### config.mk
export PLATFORM = sky130hd
export DESIGN_NAME = irq_router_device_flat
export DESIGN_NICKNAME = d
export VERILOG_FILES = /design/src/hw/irq_router_pkg.sv /design/src/hw/irq_router_if.sv /design/src/hw/irq_router_regs.sv /design/src/hw/irq_router_device.sv /design/src/flat_wrapper.sv
export SDC_FILE = /design/constraint.sdc
export NUM_CORES = 1
export LEC_CHECK = 0
export ABC_AREA = 1
export BUFFER_PORTS_ARGS = -buffer_cell sky130_fd_sc_hd__buf_4
export CORE_MARGIN = 10
export CORE_UTILIZATION = 50
export CTS_BUF_LIST = sky130_fd_sc_hd__clkbuf_4 sky130_fd_sc_hd__clkbuf_8 sky130_fd_sc_hd__clkbuf_16
export CTS_CLUSTER_SIZE = 40
export DETAILED_ROUTE_END_ITERATION = 6
export GPL_TIMING_DRIVEN = 0
export PLACE_DENSITY = 0.79
export SYNTH_ARGS = -nofsm -noshare
export SYNTH_HDL_FRONTEND = slang
export SYNTH_HIERARCHICAL = 1
export SYNTH_SLANG_ARGS = --single-unit
### constraint.sdc
create_clock -name clk_i -period 2.2 [get_ports clk_i]
set_input_delay 0.22 -clock clk_i [delete_from_list [all_inputs] [get_ports clk_i]]
set_output_delay 0.22 -clock clk_i [all_outputs]
set_load 0.01 [all_outputs]
### src/hw/irq_router_pkg.sv
// Constants and types shared by the interrupt router register front end
`default_nettype none
package irq_router_pkg;
    // ==========================================================
    // Memory-mapped offsets (byte addresses)
    localparam logic [7:0]  SELECT_OFFSET   = 8'h00;
    localparam logic [7:0]  WINDOW_OFFSET   = 8'h10;
    // Indirect register indices
    localparam logic [7:0]  IDX_UNIT_ID     = 8'h00;
    localparam logic [7:0]  IDX_VERSION     = 8'h01;
    localparam logic [7:0]  IDX_ARB_PRIO    = 8'h02;
    // Field positions
    localparam int          SEL_IDX_LSB     = 0;
    localparam int          ID_FIELD_LSB    = 24;
    localparam int          MAX_ENTRY_LSB   = 16;
    localparam int          VERSION_LSB     = 0;
    // Reset and fixed values
    localparam logic [7:0]  SELECT_RESET    = 8'h00;
    localparam logic [3:0]  UNIT_ID_RESET   = 4'h0;
    localparam logic [3:0]  ARB_PRIO_RESET  = 4'h0;
    localparam logic [7:0]  MAX_ENTRY_VALUE = 8'h0f;
    localparam logic [7:0]  VERSION_CODE    = 8'h5a; // Value is arbitrary
    // Host command codes
    typedef enum logic [1:0]
    {
        CMD_WRITE_SELECT = 2'h0,
        CMD_WRITE_WINDOW = 2'h1,
        CMD_READ_WINDOW  = 2'h2,
        CMD_READ_SELECT  = 2'h3
    } cmd_type;
    // Host state machine, one-hot
    typedef enum logic [2:0]
    {
        ST_IDLE   = 3'b001,
        ST_SETUP  = 3'b010,
        ST_ACCESS = 3'b100
    } host_state_type;
endpackage : irq_router_pkg
`default_nettype wire

### src/hw/irq_router_if.sv
// Memory-bus carrier between processor end and register front end
`timescale 1ns/1ps
`default_nettype none
interface irq_router_if;
    logic        psel;
    logic        penable;
    logic        pwrite;
    logic [7:0]  paddr;
    logic [31:0] pwdata;
    logic [31:0] prdata;
    logic        pready;
    logic        pslverr;

    modport device (input psel, penable, pwrite, paddr, pwdata,
                    output prdata, pready, pslverr);
    modport host   (output psel, penable, pwrite, paddr, pwdata,
                    input prdata, pready, pslverr);
endinterface : irq_router_if
`default_nettype wire

### src/hw/irq_router_regs.sv
// Indirect register file behind the data window
`timescale 1ns/1ps
`default_nettype none
module irq_router_regs
    import irq_router_pkg::*;
(
    // Clock and reset
    input  wire logic        clk_i,
    input  wire logic        rst_i,
    // Window access
    input  wire logic [7:0]  index_i,
    input  wire logic        wr_i,
    input  wire logic [31:0] wdata_i,
    output logic      [31:0] rdata_o,
    // Device state
    output logic      [3:0]  unit_id_o,
    output logic      [3:0]  arb_prio_o
);
    typedef struct packed
    {
        logic [3:0] unit_id;
        logic [3:0] arb_prio;
    } regs_type;

    regs_type state_q;
    regs_type state_d;

    // ==========================================================
    // Writes: only the identification index is writable
    always_comb
    begin
        state_d = state_q;
        if (wr_i && index_i == IDX_UNIT_ID)
        begin
            state_d.unit_id  = wdata_i[ID_FIELD_LSB +: 4];
            state_d.arb_prio = wdata_i[ID_FIELD_LSB +: 4];
        end
    end

    always_ff @(posedge clk_i or posedge rst_i)
    begin
        if (rst_i)
        begin
            state_q.unit_id  <= UNIT_ID_RESET;
            state_q.arb_prio <= ARB_PRIO_RESET;
        end
        else
        begin
            state_q <= state_d;
        end
    end

    // ==========================================================
    // Read mux, combinational so window reads see current state
    always_comb
    begin
        rdata_o = 32'h0000_0000;
        case (index_i)
            IDX_UNIT_ID:
                rdata_o[ID_FIELD_LSB +: 4] = state_q.unit_id;
            IDX_VERSION:
            begin
                rdata_o[MAX_ENTRY_LSB +: 8] = MAX_ENTRY_VALUE;
                rdata_o[VERSION_LSB +: 8]   = VERSION_CODE;
            end
            IDX_ARB_PRIO:
                rdata_o[ID_FIELD_LSB +: 4] = state_q.arb_prio;
            default:
                rdata_o = 32'h0000_0000;
        endcase
    end

    assign unit_id_o  = state_q.unit_id;
    assign arb_prio_o = state_q.arb_prio;
endmodule // irq_router_regs
`default_nettype wire

### src/hw/irq_router_device.sv
// Register front end: select register, data window and bus answer
`timescale 1ns/1ps
`default_nettype none
module irq_router_device
    import irq_router_pkg::*;
(
    // Clock and reset
    input  wire logic     clk_i,
    input  wire logic     rst_i,
    // Processor bus
    irq_router_if.device  bus,
    // Device state
    output logic [3:0]    unit_id_o,
    output logic [3:0]    arb_prio_o
);
    typedef struct packed
    {
        logic [7:0]  select;
        logic        ready;
        logic        slverr;
        logic [31:0] rdata;
    } dev_type;

    dev_type     state_q;
    dev_type     state_d;
    logic        setup;
    logic        win_wr;
    logic [31:0] win_rdata;
    logic [3:0]  uid;
    logic [3:0]  arb;

    // Accept on the setup cycle; answer in the access phase one cycle later
    assign setup  = bus.psel && !bus.penable;
    assign win_wr = setup && bus.pwrite && bus.paddr == WINDOW_OFFSET;

    irq_router_regs u_regs
    (
        .clk_i      (clk_i),
        .rst_i      (rst_i),
        .index_i    (state_q.select),
        .wr_i       (win_wr),
        .wdata_i    (bus.pwdata),
        .rdata_o    (win_rdata),
        .unit_id_o  (uid),
        .arb_prio_o (arb)
    );

    // ==========================================================
    // Decode; unmapped offsets give an error answer, no effect
    always_comb
    begin
        state_d        = state_q;
        state_d.ready  = 1'b0;
        state_d.slverr = 1'b0;
        if (setup)
        begin
            state_d.ready = 1'b1;
            state_d.rdata = 32'h0000_0000;
            case (bus.paddr)
                SELECT_OFFSET:
                begin
                    if (bus.pwrite)
                        state_d.select = bus.pwdata[SEL_IDX_LSB +: 8];
                    else
                        state_d.rdata[SEL_IDX_LSB +: 8] = state_q.select;
                end
                WINDOW_OFFSET:
                begin
                    if (!bus.pwrite)
                        state_d.rdata = win_rdata;
                end
                default:
                    state_d.slverr = 1'b1;
            endcase
        end
    end

    always_ff @(posedge clk_i or posedge rst_i)
    begin
        if (rst_i)
        begin
            state_q.select <= SELECT_RESET;
            state_q.ready  <= 1'b0;
            state_q.slverr <= 1'b0;
            state_q.rdata  <= 32'h0000_0000;
        end
        else
        begin
            state_q <= state_d;
        end
    end

    assign bus.pready  = state_q.ready;
    assign bus.pslverr = state_q.slverr;
    assign bus.prdata  = state_q.rdata;
    assign unit_id_o   = uid;   // Register inside u_regs
    assign arb_prio_o  = arb;
endmodule // irq_router_device
`default_nettype wire

### src/flat_wrapper.sv
// flat-port wrapper written by rule: the top's interface ports become plain ports
module irq_router_device_flat import irq_router_pkg::*;
  (clk_i, rst_i, unit_id_o, arb_prio_o, bus_psel, bus_penable, bus_pwrite, bus_paddr, bus_pwdata, bus_prdata, bus_pready, bus_pslverr);
  irq_router_if bus_i ();
  input  wire logic clk_i;
  input  wire logic rst_i;
  output logic [3:0] unit_id_o;
  output logic [3:0] arb_prio_o;
  input wire logic [$bits(bus_i.psel)-1:0] bus_psel;
  input wire logic [$bits(bus_i.penable)-1:0] bus_penable;
  input wire logic [$bits(bus_i.pwrite)-1:0] bus_pwrite;
  input wire logic [$bits(bus_i.paddr)-1:0] bus_paddr;
  input wire logic [$bits(bus_i.pwdata)-1:0] bus_pwdata;
  output wire logic [$bits(bus_i.prdata)-1:0] bus_prdata;
  output wire logic [$bits(bus_i.pready)-1:0] bus_pready;
  output wire logic [$bits(bus_i.pslverr)-1:0] bus_pslverr;
  assign bus_i.psel = bus_psel;
  assign bus_i.penable = bus_penable;
  assign bus_i.pwrite = bus_pwrite;
  assign bus_i.paddr = bus_paddr;
  assign bus_i.pwdata = bus_pwdata;
  assign bus_prdata = bus_i.prdata;
  assign bus_pready = bus_i.pready;
  assign bus_pslverr = bus_i.pslverr;
  irq_router_device u_core (.clk_i(clk_i), .rst_i(rst_i), .bus(bus_i), .unit_id_o(unit_id_o), .arb_prio_o(arb_prio_o));
endmodule
======== Word level (Yosys, flattened, before mapping) ========
Cells that the tools add are included.
operators by class
  mux-type cells .......................... 9
  reductions and logical operators ........ 10
  eq/ne operators ......................... 3
operators by type and width
  cell                  number
  $mux W34              1
  $mux W28              1
  $mux W20              1
  $logic_not A8 Y1      2
  $pmux W8 S2           1
  $eq A8 B1 Y1 const B  1
  $eq A8 B2 Y1 const B  1
  $eq A8 B5 Y1 const B  1
  $mux W4               2
  $mux W8               1
  $mux W7               1
  $logic_and A1 B1 Y1   4
  $reduce_or A2 Y1      2
  $reduce_and A3 Y1     1
  $logic_not A1 Y1      1
  $mux W1               1
storage, ports and cells
  word-level logic and storage cells ...... 27
  output and inout port bits .............. 42
  input bits .............................. 45
  bits in registers ....................... 46

======== Longest topological paths before layout ========
  depth in word-level cells ............... 6
  mapped depth ............................ 11
  gate-level depth less buffers ........... 10

======== By module ========
Netlist, hierarchy kept.
modules (own cells, without submodules)
  module             times used  area an instance (um2)  seq. area each (um2)  cells each
  irq_router_device  1           2187.1                  1051.0                254
  irq_router_regs    1           529.3                   100.1                 66

======== Worst setup path before layout ========
OpenSTA, ideal clock, no wires.
  path kind ............................... input to register
  start point ............................. input port bus_psel
  end point ............................... register u_core.u_regs.state_q (netlist bit u_core/u_regs/unit_id_o[0])
  stages on the path ...................... 9
  setup slack ............................. 0.780 ns
  buffers on the path ..................... 2
  arrival ................................. 1.355 ns
  library setup time ...................... 0.065 ns
  data required time ...................... 2.135 ns
  cells stage by stage .................... inv_1 -> or2_1 -> buf_6 -> clkbuf_1 -> nor3_1 -> inv_1 -> nor2_1 -> nand3_1 -> nand2_1
on the way
  longest elaborated chain between the ends .. 4
ends and longest elaborated chain
  item                               line                     RTL
  start, declared                    flat_wrapper.sv:9        input wire logic [$bits(bus_i.psel)-1:0] bus_psel;
  $logic_and A1 B1 Y1                irq_router_device.sv:33  assign setup = bus.psel && !bus.penable;
  $logic_and A1 B1 Y1 (2 in series)  irq_router_device.sv:34  assign win_wr = setup && bus.pwrite && bus.paddr == WINDOW_OFFSET;
  net u_core.win_wr                  irq_router_device.sv:27  logic win_wr;
  $logic_and A1 B1 Y1                irq_router_regs.sv:33    if (wr_i && index_i == IDX_UNIT_ID)
  end signal, assigned               irq_router_regs.sv:49    state_q <= state_d;
  end, declared                      irq_router_regs.sv:25    regs_type state_q;
The timed path passes the listed nets, and every way through them passes these cells.
A chain may end at the register's enable or synchronous reset.

======== Final worst setup path ========
  start point ............................. register u_core/state_q[41] in the netlist's numbering
  end point ............................... register u_core.state_q (netlist bit u_core/bus.prdata[6])
on the way
  longest elaborated chain between the ends .. 4
ends and longest elaborated chain
  item                     line                     RTL
  start, declared          irq_router_device.sv:24  dev_type state_q;
  start signal, assigned   irq_router_device.sv:89  state_q <= state_d;
  $eq A8 B1 Y1             irq_router_regs.sv:58    case (index_i)
  $mux W7                  irq_router_regs.sv:58
  net u_core.win_rdata[6]  irq_router_device.sv:28  logic [31:0] win_rdata;
  $mux W28                 irq_router_device.sv:69  if (!bus.pwrite)
  $pmux W8 S2              irq_router_device.sv:59  case (bus.paddr)
The timed path passes the listed nets, and every way through them passes these cells.

==> summary.md <==
| Metric | Value |
|---|---|
| RSZ-0062 raised after global routing | `no` |
| Max clock buf depth | `2` |
| Most common cell in the netlist | `nand2_1` |
| CTS tree | `yes` |
| Maximum vdd drop | `0.000352 V` |
| Top cells by count, synth | `118 x nand2_1, 65 x buf_4, 46 x dfrtp_1` |
| Final antenna-violating net count | `0` |
| Row Count | `26` |
| Max cap viols | `0` |
| R2R depth | `9` |
| Worst Setup Path Type | `flop to flop` |
| Synth Instances | `between 300 and 400` |
| Placer congestion estimate | `around 0.76` |
| Final-report hold violation count | `0` |
| Worst path slowest cell | `dfrtp_1` |
| Main synth FF type | `dfrtp_1` |
| Top post-synthesis cells by area | `dfrtp_1 42%, buf_4 18%, nand2_1 16%` |
| Slew Limit Fails | `0` |
| Number of H-tree levels | `2` |
| Worst min path class | `primary input to flop` |
| Yosys top cell by area | `dfrtp_1` |
| Number of I/O port buffers | `66` |
| All-Layer GR Usage | `12.9%` |
| Number of synthesized flops with an enable pin | `0` |
| Setup_tns | `0 ps` |
| HPWL after detailed placement | `approximately 4300 um` |
| # DRC | `0` |
| Crit path buffers/inverters | `1` |
| Die area | `roughly 8800 sq um` |
| Seq/Total Area, Yosys | `42.4%` |
| Worst setup EP type | `flop` |
| Minimum clock period | `between 1500 and 2000 ps` |
| Die X-Extent | `approximately 94 um` |
| Status | `finished clean` |
| Final setup fails | `0` |
| Worst skew pair latency | `roughly 300 ps` |
| Slowest stage delay, CP | `slightly above 400 ps` |
| Seq cells post-synth | `46` |
| # Post-CTS Setup Buffers | `0` |
| Crit path from | `u_core/state_q[41]` |
| Core Region | `between 5000 and 6000 sq um` |
| Iter 0 DRT Violations | `approximately 70` |
| Clock transition at the registers of the reported paths | `90 ps` |
| N_diodes | `0` |
| Number of antenna violations at the first check in global routing | `0` |
| Syn Area/Cell | `between 8 and 9 sq um` |
| Synthesized cell area | `2720 sq um` |
| CP cell instances | `nor2_2, nand2_4, nor2_4, and3_1, buf_4, nand3_1, nand2_1, nand2_1, nand2_1` |
| Max_slew headroom | `42.4%` |
| Drt first pass iters | `4` |
| Reg2reg end | `u_core/bus.prdata[6]` |
| Distinct cell type count after synthesis | `24` |
| Vias in the first global route | `roughly 2100` |
| Worst endpoint required time | `about 2400 ps` |
| Util after Layout | `about 68%` |
| Reg2reg start | `u_core/state_q[41]` |
| Synth top area share | `a little over two fifths` |
| Area Overhead vs Synth | `29.5%` |
| Share of layout cells above drive strength 1 | `43.7%` |
| Nets | `~460` |
| Total gr overflow | `0` |
| Max Freq | `622 MHz` |
| Root Driver | `clkbuf_8` |
| Placed insts | `475` |
| CP max FO | `8` |
| Leakage | `roughly 2.0 nW` |
| Crit path DAT | `roughly 1900 ps` |
| Initial Util | `a little over half` |
| Chip Height | `between 90 and 100 um` |
| TritonCTS Buffers | `5` |
| Startpoint Class | `flop` |
| Clock Sinks | `46` |
| Crit path depth | `9` |
| First-pass GRT wire length | `approximately 9400 um` |
| Routed len/inst | `around 12 um` |
| CTS resizes | `0` |
| Final Cycle Share | `between 70% and 80%` |
| Worst reg2reg setup slack | `a little under 600 ps` |
| Vias | `2108` |
| CP endpoint | `u_core/bus.prdata[6]` |
| Routed WL | `approximately 5600 um` |
| Via-per-instance ratio | `roughly 4.4` |
| Async set or reset register ratio after synthesis | `100%` |
| Cell Count, Final, Fillers Out | `~480` |
| Top-level I/O count | `a little under 90` |
| Pwr dens | `502 nW/um^2` |
| Clock skew | `around 4.4 ps` |
| Largest net degree at the start of global routing | `43` |
| Actual slew at the worst max-slew pin | `roughly 860 ps` |
| Family with the most delay on the worst path | `simple AND/OR/NAND/NOR gates` |
| Total number of yosys warnings | `6` |
| Most used cell, CP | `nand2_1` |
| Fill cells | `430` |
## cell families (layout without fill, tap and decap cells)
logic type / after synthesis / after routing / synth area share (%)
DFF: 46 / 46 / 42.4
buffers and inverters: 84 / 159 / 22.0
AOI/OAI and AO/OA: 24 / 24 / 7.05
and+or+nand+nor: 165 / 165 / 28.5
other: 1 / 20 / 0.138
## layout by cell type (no fill, tap or decap), types with 6 or more instances in the layout
cell | netlist | routed
conb_1 | 1 | 20
inv_1 | 10 | 9
o21ai_2 | 19 | 19
nand3_1 | 20 | 20
nor2_1 | 6 | 6
dfrtp_1 | 46 | 46
buf_4 | 65 | 131
nand2_1 | 118 | 118
## sequential cells by signal, summed over array words and instances (netlist names)
name and count:
u_core/bus.pready 1, u_core/bus.prdata 32, u_core/u_regs/unit_id_o 4, u_core/state_q 8
u_core/bus.pslverr 1
## worst min-delay path by stage
| stage | startpoint | to | depth (start not counted) |
|---|---|---|---|
| after floorplan | rst_i | u_core/u_regs/unit_id_o[0] | 1 |
| after global placement | rst_i | u_core/u_regs/unit_id_o[2] | 2 |
| after detailed placement | rst_i | u_core/u_regs/unit_id_o[2] | 2 |
| after CTS | bus_pwdata[6] | u_core/state_q[40] | 3 |
| after global routing | bus_pwdata[6] | u_core/state_q[40] | 3 |
| final | bus_pwdata[2] | u_core/state_q[36] | 3 |
## timing repair
item                                    4_1_cts  5_1_grt
endpoints found under the hold margin         4        0
hold buffers                                  1        0
endpoints found under the setup margin        0        0
## power by group
part,switching [W],total (W),internal [W]
registers,0.00000498,0.000855,0.000850
clock network,0.000288,0.000743,0.000455
logic,0.0000866,0.000168,0.0000818
total,0.000380,0.00177,0.00139
## tightest hold or removal path: stages
cell     delay [ps]
buf_4            80
nand3_1          60
nand2_1          60
## stage by stage
step	worst slack, ps	total power (W)	instance area [sq um]	hold slack, ps
after floorplan	780	0.000979	2790	-13.9
after global placement	417	0.00104	3370	124
final	593	0.00177	3520	147
after CTS	603	0.00178	3520	139
after detailed placement	411	0.00104	3370	133
after global routing	470	0.00183	3520	157
## area by class of cell
| type | count | area (sq um) | area share [%] |
|---|---|---|---|
| inverters | 11 | 41.3 | 1.17 |
| flip-flops and latches | 46 | 1150 | 32.7 |
| plain buffers | 73 | 556 | 15.8 |
| repair buffers | 67 | 505 | 14.4 |
| clock inverters | 3 | 68.8 | 1.96 |
| well taps | 70 | 87.6 | 2.49 |
| clock buffers | 5 | 68.8 | 1.96 |
| multi-input cells | 209 | 1040 | 29.6 |
## routing by layer
metal	global-route usage, %	vias to the layer above	wire, um	part of all wire (%)
li1	-	1106	-	-
met1	13.9	949	2330	42
met2	23.2	46	2870	51
met3	4.48	7	347	6.2
met4	3.80	0	59	1.1
met5	0	-	0	0
Power figures use the tool's default switching activity.
